File: src/divided_clock_output_map.svh
// Purpose: register offsets, field positions, reset values and timing counts
// Assumes: 32-bit APB data, one register per aligned word
// Notes: included by the clock output divider and by the bench
`ifndef DIVIDED_CLOCK_OUTPUT_MAP_SVH
`define DIVIDED_CLOCK_OUTPUT_MAP_SVH

// ----------------------------------------------------------------
// register byte addresses
// ----------------------------------------------------------------
`define CLOCK_OUT_SELECT_OFS 16'hFF40
`define PORT6_DIRECTION_OFS 16'hFF44
`define PORT6_LATCH_OFS 16'hFF48
`define CLOCK_OUT_STATUS_OFS 16'hFF4C
`define CLOCK_OUT_SET_OFS 16'hFF50
`define CLOCK_OUT_CLEAR_OFS 16'hFF54

// ----------------------------------------------------------------
// fields
// ----------------------------------------------------------------
`define ENABLE_BIT 4
`define RATE_MSB 2
`define RATE_LSB 0
`define SELECT_WRITABLE 8'h17
`define STATUS_RUN_BIT 0
`define STATUS_PIN_BIT 1
`define STATUS_DRAIN_BIT 2
`define STATUS_PORT_LSB 8

// ----------------------------------------------------------------
// reset values
// ----------------------------------------------------------------
`define CLOCK_OUT_SELECT_RST 8'h00
`define PORT6_DIRECTION_RST 8'hFF
`define PORT6_LATCH_RST 8'h00

// ----------------------------------------------------------------
// timing: system clock cycles per main clock (fx) period
// ----------------------------------------------------------------
`define FX_DIV 2

`endif

File: src/divided_clock_output_pkg.sv
// Purpose: types shared by the clock output divider and its bench
// Assumes: APB4 style request signals
// Notes: constants live in divided_clock_output_map.svh
package divided_clock_output_pkg;

	// ----------------------------------------------------------------
	// divider sequencing
	// ----------------------------------------------------------------
	typedef enum logic [1:0] {
		DIV_IDLE,
		DIV_RUN,
		DIV_DRAIN
	} div_state_e;

	// ----------------------------------------------------------------
	// apb request from the master
	// ----------------------------------------------------------------
	typedef struct packed {
		logic psel;
		logic penable;
		logic pwrite;
		logic [15:0] paddr;
		logic [31:0] pwdata;
		logic [3:0] pstrb;
	} apb_req_s;

endpackage

File: src/divided_clock_output.sv
// Purpose: divided clock output on the shared port 6 bit 0 pin, APB slave
// Assumes: sys_clk_i is the only clock; fx = sys_clk_i / FX_DIV
// Notes: zero wait state APB, unmapped addresses answer pslverr
//
// Added by the designer: the APB slave port.
`timescale 1ns/1ps
`include "divided_clock_output_map.svh"

module divided_clock_output #(
	parameter int FX_DIV = `FX_DIV,
	parameter int PORT_W = 8
) (
	input wire logic sys_clk_i, // system clock
	input wire logic rst_i, // synchronous reset, active high
	input wire divided_clock_output_pkg::apb_req_s apb_i, // apb request
	output logic pready_o, // apb ready
	output logic [31:0] prdata_o, // apb read data
	output logic pslverr_o, // apb error
	input wire logic sound_amplitude_i, // sound amplitude output to share the pin
	input wire logic [PORT_W-1:0] port6_i, // port 6 pin levels
	output logic [PORT_W-1:0] port6_o, // port 6 pin drive values
	output logic [PORT_W-1:0] port6_oe_o, // port 6 output enables
	output logic divided_clock_o // divided clock before pin muxing
);
	import divided_clock_output_pkg::*;

	// ----------------------------------------------------------------
	// elaboration checks
	// ----------------------------------------------------------------
	localparam int HALF_FX = FX_DIV / 2;
	localparam int MAX_HALF = HALF_FX * 128;
	localparam int CW = $clog2(MAX_HALF + 1);

	initial begin
		if (FX_DIV < 2 || (FX_DIV % 2) != 0) begin
			$error("FX_DIV must be even and at least 2");
		end
		if (PORT_W < 1 || PORT_W > 8) begin
			$error("PORT_W must be 1 to 8");
		end
	end

	// ----------------------------------------------------------------
	// helpers
	// ----------------------------------------------------------------
	function automatic logic addr_hit(input logic [15:0] addr, input logic [15:0] ofs);
		addr_hit = (addr[15:2] == ofs[15:2]);
	endfunction

	// half period in system cycles for a rate code
	function automatic logic [CW-1:0] half_len(input logic [2:0] rate);
		logic [CW:0] v;
		v = (CW+1)'(HALF_FX) << rate;
		half_len = v[CW-1:0];
	endfunction

	// ----------------------------------------------------------------
	// state
	// ----------------------------------------------------------------
	logic [7:0] select_q;
	logic [7:0] select_d;
	logic [PORT_W-1:0] dir_q;
	logic [PORT_W-1:0] dir_d;
	logic [PORT_W-1:0] latch_q;
	logic [PORT_W-1:0] latch_d;
	logic [PORT_W-1:0] port_meta_q;
	logic [PORT_W-1:0] port_sync_q;
	div_state_e state_q;
	div_state_e state_d;
	logic [CW-1:0] cnt_q;
	logic [CW-1:0] cnt_d;
	logic clk_q;
	logic clk_d;
	logic [31:0] rdata_q;
	logic [31:0] rdata_d;
	logic err_q;
	logic pin0_q;
	logic pin0_d;

	// ----------------------------------------------------------------
	// bus decode
	// ----------------------------------------------------------------
	wire setup = apb_i.psel & ~apb_i.penable;
	wire access = apb_i.psel & apb_i.penable;
	wire wr = access & apb_i.pwrite & apb_i.pstrb[0];
	wire hit_sel = addr_hit(apb_i.paddr, `CLOCK_OUT_SELECT_OFS);
	wire hit_dir = addr_hit(apb_i.paddr, `PORT6_DIRECTION_OFS);
	wire hit_lat = addr_hit(apb_i.paddr, `PORT6_LATCH_OFS);
	wire hit_sts = addr_hit(apb_i.paddr, `CLOCK_OUT_STATUS_OFS);
	wire hit_set = addr_hit(apb_i.paddr, `CLOCK_OUT_SET_OFS);
	wire hit_clr = addr_hit(apb_i.paddr, `CLOCK_OUT_CLEAR_OFS);
	wire mapped = hit_sel | hit_dir | hit_lat | hit_sts | hit_set | hit_clr;
	wire [7:0] wbyte = apb_i.pwdata[7:0];

	// ----------------------------------------------------------------
	// register writes
	// ----------------------------------------------------------------
	// byte write, or set/clear masks for one-bit updates
	// reserved bits never store, so they always read zero
	wire [7:0] sel_byte = wr & hit_sel ? wbyte : select_q;
	wire [7:0] sel_set = wr & hit_set ? (sel_byte | wbyte) : sel_byte;
	wire [7:0] sel_clr = wr & hit_clr ? (sel_set & ~wbyte) : sel_set;
	assign select_d = sel_clr & `SELECT_WRITABLE;
	assign dir_d = wr & hit_dir ? wbyte[PORT_W-1:0] : dir_q;
	assign latch_d = wr & hit_lat ? wbyte[PORT_W-1:0] : latch_q;

	wire enable = select_q[`ENABLE_BIT];
	wire [2:0] rate = select_q[`RATE_MSB:`RATE_LSB];

	// ----------------------------------------------------------------
	// read data, captured in the setup cycle
	// ----------------------------------------------------------------
	logic [31:0] status_word;
	always_comb begin
		status_word = 32'h0000_0000;
		status_word[`STATUS_RUN_BIT] = (state_q != DIV_IDLE);
		status_word[`STATUS_PIN_BIT] = pin0_q;
		status_word[`STATUS_DRAIN_BIT] = (state_q == DIV_DRAIN);
		status_word[`STATUS_PORT_LSB +: PORT_W] = port_sync_q;
	end

	wire [31:0] rd_sel = {24'h00_0000, select_q};
	wire [31:0] rd_dir = {{(32-PORT_W){1'b0}}, dir_q};
	wire [31:0] rd_lat = {{(32-PORT_W){1'b0}}, latch_q};
	assign rdata_d = hit_sel | hit_set | hit_clr ? rd_sel :
		hit_dir ? rd_dir :
		hit_lat ? rd_lat :
		hit_sts ? status_word :
		32'h0000_0000;

	// ----------------------------------------------------------------
	// divider sequencing
	// ----------------------------------------------------------------
	// the counter only runs outside idle, so starting always begins
	// with a full low phase and stopping waits for the high to end
	wire [CW-1:0] half = half_len(rate);
	wire phase_end = (cnt_q == half - CW'(1));

	always_comb begin
		state_d = state_q;
		cnt_d = cnt_q;
		clk_d = clk_q;
		unique case (state_q)
			DIV_IDLE: begin
				cnt_d = '0;
				clk_d = 1'b0;
				if (enable) begin
					state_d = DIV_RUN;
				end
			end
			DIV_RUN: begin
				cnt_d = phase_end ? '0 : cnt_q + CW'(1);
				clk_d = phase_end ? ~clk_q : clk_q;
				if (!enable && !clk_q) begin
					state_d = DIV_IDLE;
					cnt_d = '0;
					clk_d = 1'b0;
				end else if (!enable) begin
					state_d = DIV_DRAIN;
				end
			end
			DIV_DRAIN: begin
				cnt_d = phase_end ? '0 : cnt_q + CW'(1);
				if (phase_end) begin
					state_d = DIV_IDLE;
					clk_d = 1'b0;
				end
			end
		endcase
	end

	// ----------------------------------------------------------------
	// pin mux for port 6
	// ----------------------------------------------------------------
	// bit 0 carries latch, divided clock and sound amplitude together;
	// a set latch or active sound overrides the clock, hence the
	// enable order that software follows
	assign pin0_d = latch_d[0] | clk_d | sound_amplitude_i;

	// ----------------------------------------------------------------
	// registers
	// ----------------------------------------------------------------
	always_ff @(posedge sys_clk_i) begin
		if (rst_i) begin
			select_q <= `CLOCK_OUT_SELECT_RST;
			dir_q <= PORT_W'(`PORT6_DIRECTION_RST);
			latch_q <= PORT_W'(`PORT6_LATCH_RST);
		end else begin
			select_q <= select_d;
			dir_q <= dir_d;
			latch_q <= latch_d;
		end
	end

	always_ff @(posedge sys_clk_i) begin
		if (rst_i) begin
			state_q <= DIV_IDLE;
			cnt_q <= '0;
			clk_q <= 1'b0;
			pin0_q <= 1'b0;
		end else begin
			state_q <= state_d;
			cnt_q <= cnt_d;
			clk_q <= clk_d;
			pin0_q <= pin0_d;
		end
	end

	always_ff @(posedge sys_clk_i) begin
		if (rst_i) begin
			rdata_q <= 32'h0000_0000;
			err_q <= 1'b0;
		end else if (setup) begin
			rdata_q <= rdata_d;
			err_q <= ~mapped;
		end
	end

	// two-stage synchroniser for the pin levels
	always_ff @(posedge sys_clk_i) begin
		if (rst_i) begin
			port_meta_q <= '0;
			port_sync_q <= '0;
		end else begin
			port_meta_q <= port6_i;
			port_sync_q <= port_meta_q;
		end
	end

	// ----------------------------------------------------------------
	// outputs
	// ----------------------------------------------------------------
	assign pready_o = 1'b1;
	assign prdata_o = rdata_q;
	assign pslverr_o = err_q & access;
	assign divided_clock_o = clk_q;
	assign port6_oe_o = ~dir_q;

	// bit 0 comes from the muxed flop, the rest straight from the latch
	generate
		for (genvar i = 0; i < PORT_W; i++) begin : g_port
			if (i == 0) begin : g_pin0
				assign port6_o[i] = pin0_q;
			end else begin : g_pinn
				assign port6_o[i] = latch_q[i];
			end
		end
	endgenerate

endmodule

File: config.mk
export PLATFORM = sky130hd
export DESIGN_NAME = divided_clock_output
export DESIGN_NICKNAME = d
export VERILOG_FILES = /design/src/divided_clock_output_pkg.sv /design/src/divided_clock_output.sv
export VERILOG_INCLUDE_DIRS = /design/src /design/src/src
export SDC_FILE = /design/constraint.sdc
export NUM_CORES = 1
export LEC_CHECK = 0
export ABC_AREA = 1
export BUFFER_PORTS_ARGS = -buffer_cell sky130_fd_sc_hd__buf_2
export CAP_MARGIN = 0
export CORE_ASPECT_RATIO = 0.9
export CORE_UTILIZATION = 50
export DETAILED_ROUTE_END_ITERATION = 7
export GPL_ROUTABILITY_DRIVEN = 0
export PLACE_DENSITY = 0.8
export REMOVE_ABC_BUFFERS = 1
export SETUP_SLACK_MARGIN = 0.2
export SLEW_MARGIN = 10
export SYNTH_ARGS = -nofsm -noshare
export SYNTH_HDL_FRONTEND = slang
export SYNTH_SLANG_ARGS = --single-unit
File: constraint.sdc
create_clock -name sys_clk_i -period 2.03 [get_ports sys_clk_i]
set_input_delay 0.406 -clock sys_clk_i [delete_from_list [all_inputs] [get_ports sys_clk_i]]
set_output_delay 0.406 -clock sys_clk_i [all_outputs]
set_load 0.01 [all_outputs]
### Yosys cells after proc, flatten, opt, wreduce, memory -nomap -nowiden

Cells that the tools add are included.

| word-level totals | value |
|---|---|
| input bits | 66 |
| register bits | 81 |
| output and inout port bits | 51 |

| cells by class | value |
|---|---|
| add/sub/neg operators | 2 |
| bitwise operators | 26 |
| multiplexer cells | 20 |
| shift-type cells | 1 |
| reductions and logical operators | 6 |
| equal/unequal tests | 12 |

Operators by type and width:

| kind | number |
|---|---|
| == test 14 bit, second input constant | 6 |
| 2-to-1 mux 16 bit | 4 |
| case mux 8 bit (3 select lines) | 1 |
| 2-to-1 mux 8 bit | 2 |
| 2-to-1 mux 5 bit | 3 |
| AND 1 bit | 10 |
| bitwise OR 1 bit | 9 |
| adder 8 x 1 -> 8 bit, second input constant | 1 |
| == test 8 bit | 1 |
| 2-to-1 mux 2 bit | 4 |
| inverter 8 bit | 1 |
| left shift 1 x 3 -> 8 bit, first input constant | 1 |
| subtractor 8 x 1 -> 8 bit, second input constant | 1 |
| case mux 2 bit (3 select lines) | 1 |
| AND 5 bit | 1 |
| inverter 5 bit | 1 |
| bitwise OR 5 bit | 1 |
| 2-to-1 mux 1 bit | 4 |
| != test 3 bit, second input constant | 1 |
| inverter 1 bit | 3 |
| case mux 1 bit (3 select lines) | 1 |
| AND reduction 3 bit | 1 |
| == test 2 x 1 -> 1 bit, second input constant | 1 |
| == test 2 bit, second input constant | 1 |
| 6 further kinds | 7 |

### Logic depth before layout (Yosys ltp)

Gate-level depths: netlist (run 1).

| depth | value |
|---|---|
| depth in word-level cells | 9 |
| mapped depth | 15 |

### Worst setup path after synthesis (run 1)

No wires, ideal clock.

| timing | value |
|---|---|
| path type | register to register |
| from | register select_q[2] |
| to | register pin0_q |
| cell stages (with the launch flop) | 14 |
| arrival | 1.582 ns |
| slack | 0.388 ns |
| clock period less this slack | 1.642 ns |
| path buffers | 1 |
| cell sequence | dfxtp_1 buf_6 nor2_8 nor2_1 nor2_1 nand2_1 nor2_2 nand2_4 ha_1 o21ai_0 nand2_1 nor2_1 a21oi_1 nand2_1 |

| between the ends | value |
|---|---|
| longest elaborated chain between the ends | 8 |
| elaborated cells between the ends (all ways) | 9 |

Ends and longest elaborated chain:

| element | line | source |
|---|---|---|
| start: declaration | divided_clock_output.sv:60 | `logic [7:0] select_q;` |
| start signal: assignment | divided_clock_output.sv:185 | `` select_q <= `CLOCK_OUT_SELECT_RST; `` |
| start signal: assignment | divided_clock_output.sv:189 | `select_q <= select_d;` |
| left shift 1 x 3 -> 8 bit (*) | divided_clock_output.sv:53 | `v = (CW+1)'(HALF_FX) << rate;` |
| subtractor 8 x 1 -> 8 bit (*) | divided_clock_output.sv:137 | `wire phase_end = (cnt_q == half - CW'(1));` |
| == test 8 bit (*) | divided_clock_output.sv:137 |  |
| 2-to-1 mux 1 bit | divided_clock_output.sv:153 | `clk_d = phase_end ? ~clk_q : clk_q;` |
| 2-to-1 mux 1 bit | divided_clock_output.sv:154 | `if (!enable && !clk_q) begin` |
| case mux 1 bit (3 select lines) (*) | divided_clock_output.sv:143 | `unique case (state_q)` |
| bitwise OR 1 bit (*) (2 in series) | divided_clock_output.sv:178 | `assign pin0_d = latch_d[0] \| clk_d \| sound_amplitude_i;` |
| end signal: assignment | divided_clock_output.sv:205 | `pin0_q <= pin0_d;` |
| end: declaration | divided_clock_output.sv:77 | `logic pin0_q;` |

Mark *: on every way between the ends. The rest lies on a longest branch, timed or not.
A chain may end at the register's enable or synchronous reset.

### Worst setup path in the final report (run 1)

| timing | value |
|---|---|
| from | register select_q[1] |
| to | register pin0_q |

The elaborated chain is that of the path after synthesis.

==> flow_metrics.py, run 1 <==
metrics = {
    "global_routing": {
        "grt.overflow.total": 0,
        "grt_start_max_net_pins": 45,
        "gr-usage-met1_pct": 24.2,
        "gr-usage-met2_pct": 37.0,
        "gr-max-usage-layer": "met2",
        "grt.total_usage_pct": 21.7,
        "antenna_found_initial": 0,
        "grt_pass1_wl_microns": 11700,
        "grtUsageMet3_pct": 7.65,
        "grt_pass1_vias": 2718,
    },
    "cells_and_area": {
        "num_antenna_cells": 0,
        "drive_gt1_share_pct": 30.6,
        "area_growth_pct": 15.4,
        "final_net_count": 570,
    },
    "timing": {
        "tns_ns": 0,
        "maxSlewHeadroom_pct": 63.4,
        "hold_viol_final": 0,
        "fin_ws_ns": 0.293,
        "final.setup_skew_ns": 0.00852,
        "tightest_slew_ns": 0.549,
        "drv_slew": 0,
        "rsz0062_at_grt": "true",
        "fin_crit_sh_pct": 85.6,
        "period_needed_ns": 1.74,
        "finalSetupViolations": 0,
        "max_freq_ghz": 0.576,
        "hold_ws_ns": 0.250,
    },
    "setup_path": {
        "cp.required_ns": 2.27,
        "end_kind": "register",
        "arrival_ns": 1.98,
        "cp_max_fo": 7,
        "critPathKind": "register to register",
        "critPathLaunchType": "register",
    },
    "detailed_routing": {
        "final_antenna_net_count": 0,
        "dr.pass1.iters": 4,
        "drt_iter0_markers": 149,
        "totalWireLength_microns": 7110,
        "via_per_inst": 4.86,
        "wl_per_cell_microns": 12.0,
        "vias": 2875,
        "drc": 0,
    },
    "power_and_ir_drop": {
        "clockPowerShare_pct": 42.7,
        "p_comb_share_pct": 7.4,
        "swShare_pct": 26.0,
        "powerDensity_nw_per_um2": 677,
        "peakVddDrop_mv": 0.631,
        "p_int_mw": 1.94,
        "switching_power_mw": 0.682,
        "p_leak_nw": 1.94,
        "p_seq_share_pct": 49.9,
    },
    "place": {
        "numPortBuffers": 70,
        "place_ws_ns": 0.219,
        "dp_hpwl_microns": 4920,
    },
    "status": {
        "status": "complete, no violations",
    },
    "synthesis": {
        "synth_cell_types": 39,
        "ys_ff_latch": 65,
        "ys_warn_count": 0,
        "synthArstFlopShare_pct": 0,
        "ys.flop_type": "dfxtp_1",
        "synthCells": 436,
        "synthesis.area_sq_um": 3360,
        "synth-edff-count": 0,
        "seq_area_frac_synth_pct": 38.7,
        "synth.avg_cell_area_sq_um": 7.71,
    },
    "floorplanning": {
        "ios": 117,
        "die_area_sq_um": 7060,
        "start_util_pct": 53.2,
        "num_rows": 27,
        "die_height_microns": 79.8,
        "die_x_microns": 88.4,
        "core_sq_um": 6320,
    },
    "run": {
        "maxCapViolCount": 0,
    },
    "clocking": {
        "cts_buffers": 9,
        "htreeDepth": 3,
        "path_clk_slew_ns": 0.08,
        "cts_root_buffer": "clkbuf_8",
        "clock-sinks": 65,
        "insertion_delay_ns": 0.35,
        "tritoncts": "done",
        "clock_path_buffers": 2,
    },
    "worst_hold_path": {
        "hold_path.class": "input pin to register",
    },
}
[path summary, 6_finish.rpt]
check                                    start             end  slack, ns  cells past startpoint
worst min register to register  port_meta_q[5]  port_sync_q[5]       0.40                      2
worst max register to register     select_q[1]          pin0_q       0.29                     13
worst min-delay path                port6_i[5]  port_meta_q[5]       0.25                      3
worst max-delay path               select_q[1]          pin0_q       0.29                     13
[sequential cells by signal (all words and copies together) (netlist names)]
register,cells
prdata_o,16
cnt_q,8
dir_q,8
latch_q,8
port_meta_q,8
port_sync_q,8
select_q,4
state_q,2
divided_clock_o,1
err_q,1
pin0_q,1
[final cells by class]
type	count	area [sq um]
multi-input combinational	278	1590
tap	87	109
clock inverter	7	77.6
sequential	65	1310
inverter	68	258
clock buffer	9	124
fill	563	2440
timing repair buffer	77	412
[cell families after synthesis]
logic type                 Yosys count  synth area share [%]
DFF                                 65                  38.7
other                                2                 0.223
buffers and inverters              108                  16.4
AOI/OAI and AO/OA                   69                  11.8
adders and majority gates            5                  1.86
and+or+nand+nor                    182                  29.7
muxes                                1                 0.298
xor gates and xnor gates             4                  1.04
[placed cells by master (no fill, tap or decap), types with 5 or more instances in the layout]
cell      netlist  layout
a21oi_1        26      25
a21oi_2         9      10
buf_2           3      71
clkbuf_8        0       9
conb_1          2      17
dfxtp_1        65      62
inv_1          61      61
inv_2           5       5
nand2_1        63      63
nand3_1        31      30
nand3_2         5       6
nor2_1         47      46
nor2_2          6       7
nor3_2          5       5
o21ai_0         8       7
o21ai_1        20      20
o21ai_2         4       5
[cell usage after synthesis (2+ instances only)]
| cell | number | area share, % |
|---|---|---|
| a21oi_1 | 26 | 3.9 |
| a21oi_2 | 9 | 2.3 |
| buf_1 | 2 | 0.22 |
| buf_2 | 3 | 0.45 |
| buf_4 | 25 | 5.6 |
| buf_6 | 6 | 2.0 |
| clkbuf_1 | 4 | 0.45 |
| conb_1 | 2 | 0.22 |
| dfxtp_1 | 65 | 39 |
| ha_1 | 5 | 1.9 |
| inv_1 | 61 | 6.8 |
| inv_2 | 5 | 0.56 |
| nand2_1 | 63 | 7.0 |
| nand2_2 | 4 | 0.74 |
| nand2_4 | 3 | 1.0 |
| nand3_1 | 31 | 4.6 |
| nand3_2 | 5 | 1.5 |
| nand3b_1 | 2 | 0.45 |
| nand4_1 | 3 | 0.56 |
| nand4_2 | 2 | 0.74 |
| nand4_4 | 2 | 1.3 |
| nor2_1 | 47 | 5.2 |
| nor2_2 | 6 | 1.1 |
| nor2_4 | 2 | 0.67 |
| nor2_8 | 4 | 2.4 |
| nor3_2 | 5 | 1.5 |
| o21ai_0 | 8 | 1.2 |
| o21ai_1 | 20 | 3.0 |
| o21ai_2 | 4 | 1.0 |
| xor2_1 | 3 | 0.78 |
[worst max-delay path, stage by stage (launching register included)]
cell,delay [ns]
dfxtp_2,0.33
buf_6,0.13
nor2_8,0.11
nor2_1,0.04
nor2_1,0.09
nand2_1,0.07
nor2_2,0.15
nand2_4,0.07
ha_4,0.26
o21ai_2,0.05
nand2_1,0.08
nor2_2,0.05
a21oi_2,0.13
nand2_1,0.06
[power groups by stage]
stage	combinational, mW	sequential, mW	clock (mW)
after global routing	0.218	1.31	1.20
after detailed placement	0.192	1.34	0
after floorplan	0.0985	1.34	0
after CTS	0.193	1.31	1.15
after global placement	0.185	1.34	0
final	0.194	1.31	1.12
[per-stage QoR]
step / util (%) / power (mW) / instances / area (sq um)
2_1_floorplan: - / 1.44 / 411 / 3130
3_5_place_dp: 57.3 / 1.53 / 573 / 3620
6_report: 61.4 / 2.63 / 591 / 3880
3_3_place_gp: 57.3 / 1.52 / 573 / 3620
4_1_cts: 60.5 / 2.65 / 589 / 3820
5_1_grt: 61.4 / 2.73 / 591 / 3880
[repair_timing]
action                                  CTS  global route
cloned                                    0             1
gates resized for setup                   1            11
hold buffers                              0             0
pin swaps                                 0             9
endpoints found under the setup margin    1             2
hold endpoints to repair                  0             0
setup buffers                             0             1
[metal layers]
metal  share of wire [%]  up-vias
met4                 2.2        0
li1                    -     1467
met2                  50       83
met3                 4.9       15
met1                  43     1310
met5                   0        -
No activity file was read; power rests on OpenSTA's default activity.
==> run 2: changes to the inputs <==
--- a/config.mk
+++ b/config.mk
@@ -10,10 +10,10 @@
 export BUFFER_PORTS_ARGS = -buffer_cell sky130_fd_sc_hd__buf_2
 export CAP_MARGIN = 0
 export CORE_ASPECT_RATIO = 0.9
-export CORE_UTILIZATION = 50
+export CORE_UTILIZATION = 54
 export DETAILED_ROUTE_END_ITERATION = 7
 export GPL_ROUTABILITY_DRIVEN = 0
-export PLACE_DENSITY = 0.8
+export PLACE_DENSITY = 0.85
 export REMOVE_ABC_BUFFERS = 1
 export SETUP_SLACK_MARGIN = 0.2
 export SLEW_MARGIN = 10
==> constraint.sdc (replaced) <==
create_clock -name sys_clk_i -period 2.25 [get_ports sys_clk_i]
set_input_delay 0.3375 -clock sys_clk_i [delete_from_list [all_inputs] [get_ports sys_clk_i]]
set_output_delay 0.3375 -clock sys_clk_i [all_outputs]
set_load 0.01 [all_outputs]
==> run 2 against run 1 <==
Against the previous run: non-clock buffer count fell by 3; critical path type unchanged; largest power group unchanged; critical endpoint unchanged; largest cell class unchanged; total power shrank 8.9%; highest routed layer unchanged; register-to-register slack improved by 0.14 ns.
==> flow_metrics.py, run 2 (synthesis gave the netlist of run 1 again) <==
metrics = {
    "status": {
        "status": "complete, no violations",
    },
    "clocking": {
        "htreeDepth": 3,
        "cts_buffers": 9,
        "tritoncts": "done",
        "post_cts_buffers": 0,
        "cts_resized": 0,
        "path_clk_slew_ns": 0.08,
        "clock_path_buffers": 2,
        "insertion_delay_ns": 0.35,
        "ctsHoldBuffers": 0,
        "clock-sinks": 65,
        "cts_root_buffer": "clkbuf_8",
    },
    "global_routing": {
        "grt.overflow.total": 0,
        "grt_start_max_net_pins": 45,
        "grt.total_usage_pct": 23.1,
        "grt_pass1_wl_microns": 11800,
        "grt_pass1_vias": 2779,
        "antenna_found_initial": 0,
    },
    "cells_and_area": {
        "multi_input_area_sq_um": 1570,
        "drive_gt1_share_pct": 28.9,
        "largest_reg_flops": 16,
        "fillers": 467,
        "fin_area_sq_um": 3810,
        "area_growth_pct": 13.2,
        "final_common_cell": "buf_2",
        "final_net_count": 567,
        "num_antenna_cells": 0,
        "layout_common_cells": "buf_2, nand2_1, dfxtp_1",
        "seqCellArea_sq_um": 1310,
    },
    "setup_path": {
        "rrSetupSlack_ns": 0.43,
        "crit_slowest_cell": "dfxtp_1",
        "arrival_ns": 2.10,
        "cpMostUsedCell": "nand2_1",
        "worstPathCellList": "buf_6 > nor2_8 > nand2_1 > nand2_1 > nand2_1 > nand2_1 > nor2_2 > nand2_4 > ha_1 > o21ai_0 > nand2_1 > nor2_1 > a21oi_1 > nand2_1",
        "critPathKind": "register to register",
        "cp_max_fo": 10,
        "worst_path_largest_cell_delay_ns": 0.32,
        "cp.required_ns": 2.54,
        "end_kind": "register",
        "critPathLaunchType": "register",
    },
    "floorplanning": {
        "num_rows": 26,
        "die_area_sq_um": 6550,
        "core_sq_um": 5820,
        "die_height_microns": 76.9,
        "die_x_microns": 85.2,
        "start_util_pct": 57.7,
        "ios": 117,
    },
    "place": {
        "dp_hpwl_microns": 4980,
        "numPortBuffers": 70,
        "place_area_sq_um": 3590,
    },
    "timing": {
        "final.setup_skew_ns": 0.0117,
        "tightest_slew_ns": 0.548,
        "maxSlewHeadroom_pct": 63.4,
        "finalSetupViolations": 0,
        "max_freq_ghz": 0.550,
        "rsz0062_at_grt": "false",
        "hold_ws_ns": 0.182,
        "fin_crit_sh_pct": 80.8,
        "hold_viol_final": 0,
        "period_needed_ns": 1.82,
        "tns_ns": 0,
        "drv_slew": 0,
    },
    "detailed_routing": {
        "drt_iter0_markers": 106,
        "dr.pass1.iters": 5,
        "vias": 2857,
        "final_antenna_net_count": 0,
        "wl_per_cell_microns": 12.2,
        "totalWireLength_microns": 6980,
        "via_per_inst": 5.00,
        "drc": 0,
    },
    "worst_hold_path": {
        "hold_path.class": "input pin to register",
    },
    "power_and_ir_drop": {
        "p_leak_nw": 1.92,
        "peakVddDrop_mv": 0.494,
        "powerDensity_nw_per_um2": 628,
    },
    "run": {
        "maxCapViolCount": 0,
    },
}
==> run 2: critical path: cells and delay by family (launching register included) <==
kind            cells  cell delay, ns
buf+inv             1            0.17
fa+ha+maj           1            0.26
simple gates       10            0.80
flops               1            0.32
compound gates      2            0.21
==> run 2: area by class of cell <==
| class | count | share of cell area (%) |
|---|---|---|
| sequential | 65 | 34.3 |
| multi-input combinational | 278 | 41.1 |
| timing repair buffer | 74 | 10.1 |
| inverter | 68 | 6.77 |
| clock inverter | 7 | 2.14 |
| tap | 70 | 2.30 |
| clock buffer | 9 | 3.25 |
==> run 2: worst paths after layout <==
kind                  start        endpoint  cells after the start
max reg2reg     select_q[2]          pin0_q                     14
min              port6_i[5]  port_meta_q[5]                      3
max             select_q[2]          pin0_q                     14
min reg2reg  port_meta_q[4]  port_sync_q[4]                      2
==> run 2: metal layers <==
metal  share of wire (%)  track usage [%]
met1                  40             23.4
met2                  51             42.2
met3                 7.3             9.47
met4                 1.8             8.64
met5                   0                0
==> run 2: through the flow <==
stage / setup slack, ns / instances / power (mW) / util [%]
2_1_floorplan: 0.403 / 411 / 1.30 / -
3_5_place_dp: 0.290 / 555 / 1.38 / 61.7
6_report: 0.433 / 571 / 2.39 / 65.4
3_3_place_gp: 0.314 / 555 / 1.37 / 61.7
5_1_grt: 0.223 / 571 / 2.49 / 65.4
4_1_cts: 0.262 / 571 / 2.42 / 65.2
==> run 2: power breakdown <==
| part | switching [mW] | total [mW] | internal [mW] | leakage, nW |
|---|---|---|---|---|
| registers | 0.00906 | 1.18 | 1.17 | 0.530 |
| clock network | 0.506 | 1.04 | 0.531 | 0.102 |
| logic | 0.114 | 0.174 | 0.0601 | 1.29 |
| total | 0.629 | 2.39 | 1.76 | 1.92 |
==> run 3: changes to the inputs <==
--- a/config.mk
+++ b/config.mk
@@ -6,14 +6,14 @@
 export SDC_FILE = /design/constraint.sdc
 export NUM_CORES = 1
 export LEC_CHECK = 0
-export ABC_AREA = 1
+export ABC_AREA = 0
 export BUFFER_PORTS_ARGS = -buffer_cell sky130_fd_sc_hd__buf_2
 export CAP_MARGIN = 0
 export CORE_ASPECT_RATIO = 0.9
-export CORE_UTILIZATION = 54
+export CORE_UTILIZATION = 44
 export DETAILED_ROUTE_END_ITERATION = 7
 export GPL_ROUTABILITY_DRIVEN = 0
-export PLACE_DENSITY = 0.85
+export PLACE_DENSITY = 0.76
 export REMOVE_ABC_BUFFERS = 1
 export SETUP_SLACK_MARGIN = 0.2
 export SLEW_MARGIN = 10
==> constraint.sdc (replaced) <==
create_clock -name sys_clk_i -period 1.6 [get_ports sys_clk_i]
set_input_delay 0.24 -clock sys_clk_i [delete_from_list [all_inputs] [get_ports sys_clk_i]]
set_output_delay 0.24 -clock sys_clk_i [all_outputs]
set_load 0.01 [all_outputs]
==> run 3 against run 2 <==
Against the previous run: the flow now finishes with violations (setup timing); cell count decreased by 4.7%; register-to-register slack worse by 0.89 ns; via count fell by 1.7%; clock power up 50%; count of clock-buffer cells in the layout increased by 1; sequential share of layout area shrank 2.6 points; largest cell class unchanged; largest power group unchanged.
==> flow_metrics.py, run 3 <==
metrics = {
    "setup_path": {
        "end_kind": "register",
        "critPathKind": "register to register",
        "cp.required_ns": 1.81,
        "arrival_ns": 2.27,
        "timing.rr.start": "select_q[1]",
        "rr_endpoint": "pin0_q",
        "critPathLaunchType": "register",
        "worst_path_largest_cell_delay_ns": 0.41,
        "rrSetupSlack_ns": -0.46,
        "worstPathCellList": "buf_6 > nor4bb_2 > a21oi_1 > a22oi_2 > nor3b_4 > inv_1 > ha_1 > o21ai_1 > and2_1 > o21bai_1",
        "crit_slowest_cell": "dfxtp_4",
        "cp_max_fo": 7,
        "r2r_cells": 10,
        "timing.critical_path.from": "select_q[1]",
    },
    "power_and_ir_drop": {
        "peakVddDrop_mv": 0.479,
        "p_leak_nw": 1.93,
        "powerDensity_nw_per_um2": 879,
    },
    "synthesis": {
        "synth.avg_cell_area_sq_um": 8.70,
        "synth_top_area_share_pct": 43.1,
        "seq_area_frac_synth_pct": 43.1,
        "ys.flop_type": "dfxtp_1",
        "synthesis.area_sq_um": 3020,
        "ys_ff_latch": 65,
        "synth-edff-count": 0,
        "synthCells": 347,
        "synth_cell_types": 53,
        "synthArstFlopShare_pct": 0,
        "synth_top_area_cell": "dfxtp_1",
        "synth_commonest_cells": "dfxtp_1, nor2_1, buf_4, nand2_1, nor2b_1",
        "synth_most_common_cell": "dfxtp_1",
        "ys_warn_count": 0,
        "synth_area_leaders": "dfxtp_1, buf_4, mux2i_1, nor2_1, nor2b_1",
    },
    "timing": {
        "max_freq_ghz": 0.486,
        "finalSetupViolations": 7,
        "fin_ws_ns": -0.456,
        "fin_crit_sh_pct": 128,
        "hold_viol_final": 0,
        "drv_slew": 0,
        "final.setup_skew_ns": 0.00700,
        "rsz0062_at_grt": "true",
        "period_needed_ns": 2.06,
    },
    "global_routing": {
        "grt_pass1_vias": 2530,
        "grt.total_usage_pct": 21.7,
        "grt_start_max_net_pins": 40,
        "grt_pass1_wl_microns": 11900,
        "grt.overflow.total": 0,
        "antenna_found_initial": 0,
    },
    "worst_hold_path": {
        "whs_path_depth": 2,
        "hold_start": "port6_i[6]",
        "hold_path.class": "input pin to register",
        "worstHoldEndpoint": "port_meta_q[6]",
    },
    "cells_and_area": {
        "drive_gt1_share_pct": 39.2,
        "largest_reg_flops": 16,
        "final_cells": 544,
        "final_net_count": 520,
        "fillers": 555,
        "layout_common_cells": "buf_2, dfxtp_1, buf_4",
        "fin_util_pct": 63.0,
        "area_growth_pct": 37.4,
        "num_antenna_cells": 0,
        "fin_area_sq_um": 4150,
        "final_common_cell": "buf_2",
    },
    "detailed_routing": {
        "drc": 0,
        "dr.pass1.iters": 8,
        "totalWireLength_microns": 7970,
        "drt_iter0_markers": 210,
        "via_per_inst": 5.16,
        "wl_per_cell_microns": 14.7,
        "vias": 2809,
        "final_antenna_net_count": 0,
    },
    "clocking": {
        "cts_root_buffer": "clkbuf_8",
        "cts_buffers": 9,
        "insertion_delay_ns": 0.34,
        "htreeDepth": 3,
        "clock_path_buffers": 2,
        "path_clk_slew_ns": 0.07,
        "clock-sinks": 65,
        "tritoncts": "done",
    },
    "floorplanning": {
        "die_area_sq_um": 7200,
        "die_height_microns": 80.6,
        "ios": 117,
        "die_x_microns": 89.3,
        "start_util_pct": 45.8,
        "num_rows": 28,
        "core_sq_um": 6590,
    },
    "run": {
        "maxCapViolCount": 0,
    },
    "place": {
        "numPortBuffers": 70,
        "dp_hpwl_microns": 5390,
        "placed_cells": 515,
        "place_area_sq_um": 3550,
        "place_ws_ns": -0.535,
    },
    "status": {
        "status": "finished with violations",
        "failed_checks": "setup timing",
    },
}
## run 3: what timing repair did
item | in CTS | in global routing
pin swaps | 13 | 10
setup endpoints to repair | 23 | 43
buffers inserted | 6 | 6
hold buffers | 0 | 0
resized for setup | 40 | 28
gates cloned | 0 | 1
## run 3: critical path, delay by kind of cell, from the launching register on
kind,cells,cell delay [ns]
AND/OR/NAND/NOR,3,0.58
AO/OA/AOI/OAI,4,0.49
flip-flops,1,0.41
adder cells (fa/ha/maj),1,0.27
buffers and inverters,2,0.18
## run 3: power by group
part / internal (mW) / total, mW / switching (mW)
logic: 0.171 / 0.411 / 0.241
clock network: 0.924 / 1.56 / 0.635
registers: 1.66 / 1.68 / 0.0199
total: 2.75 / 3.65 / 0.896
## run 3: worst max-delay path by stage
stage	end	slack, ns
after floorplan	pin0_q	-0.67
after global placement	pin0_q	-0.46
after detailed placement	pin0_q	-0.53
after CTS	pin0_q	-0.42
after global routing	pin0_q	-0.59
final	pin0_q	-0.46
## run 3: cells by family after synthesis
kind of cell / count (synthesis) / share of synthesized area [%]
compound gates: 63 / 14.0
xor+xnor: 7 / 2.03
fa+ha+maj: 5 / 2.07
buf+inv: 60 / 10.9
flops: 65 / 43.1
mux: 15 / 4.97
other cells: 2 / 0.249
simple gates: 130 / 22.7
## run 3: through the flow
| step | power [mW] | hold slack (ns) | TNS [ns] |
|---|---|---|---|
| 5_1_grt | 3.80 | 0.121 | -2.84 |
| 6_report | 3.65 | 0.105 | -1.46 |
| 3_3_place_gp | 2.06 | 0.415 | -3.77 |
| 2_1_floorplan | 1.90 | 0.309 | -3.17 |
| 3_5_place_dp | 2.07 | 0.424 | -4.96 |
| 4_1_cts | 3.63 | 0.0944 | -1.19 |
## run 3: area by class of cell
cell class | instances | area, sq um | area share (%)
Clock inverter | 6 | 91.3 | 2.20
Inverter | 19 | 71.3 | 1.72
Multi-Input combinational cell | 237 | 1670 | 40.3
Clock buffer | 10 | 138 | 3.32
Timing Repair Buffer | 117 | 748 | 18.0
Tap cell | 90 | 113 | 2.71
Sequential cell | 65 | 1310 | 31.7
## run 3: per-layer routing
metal	routed length, microns	part of all wire (%)	GRT usage, %	up-vias
li1	-	-	-	1360
met1	3470	44	29.2	1322
met2	3860	48	34.0	111
met3	527	6.6	4.83	16
met4	108	1.4	6.98	0
met5	0	0	0	-
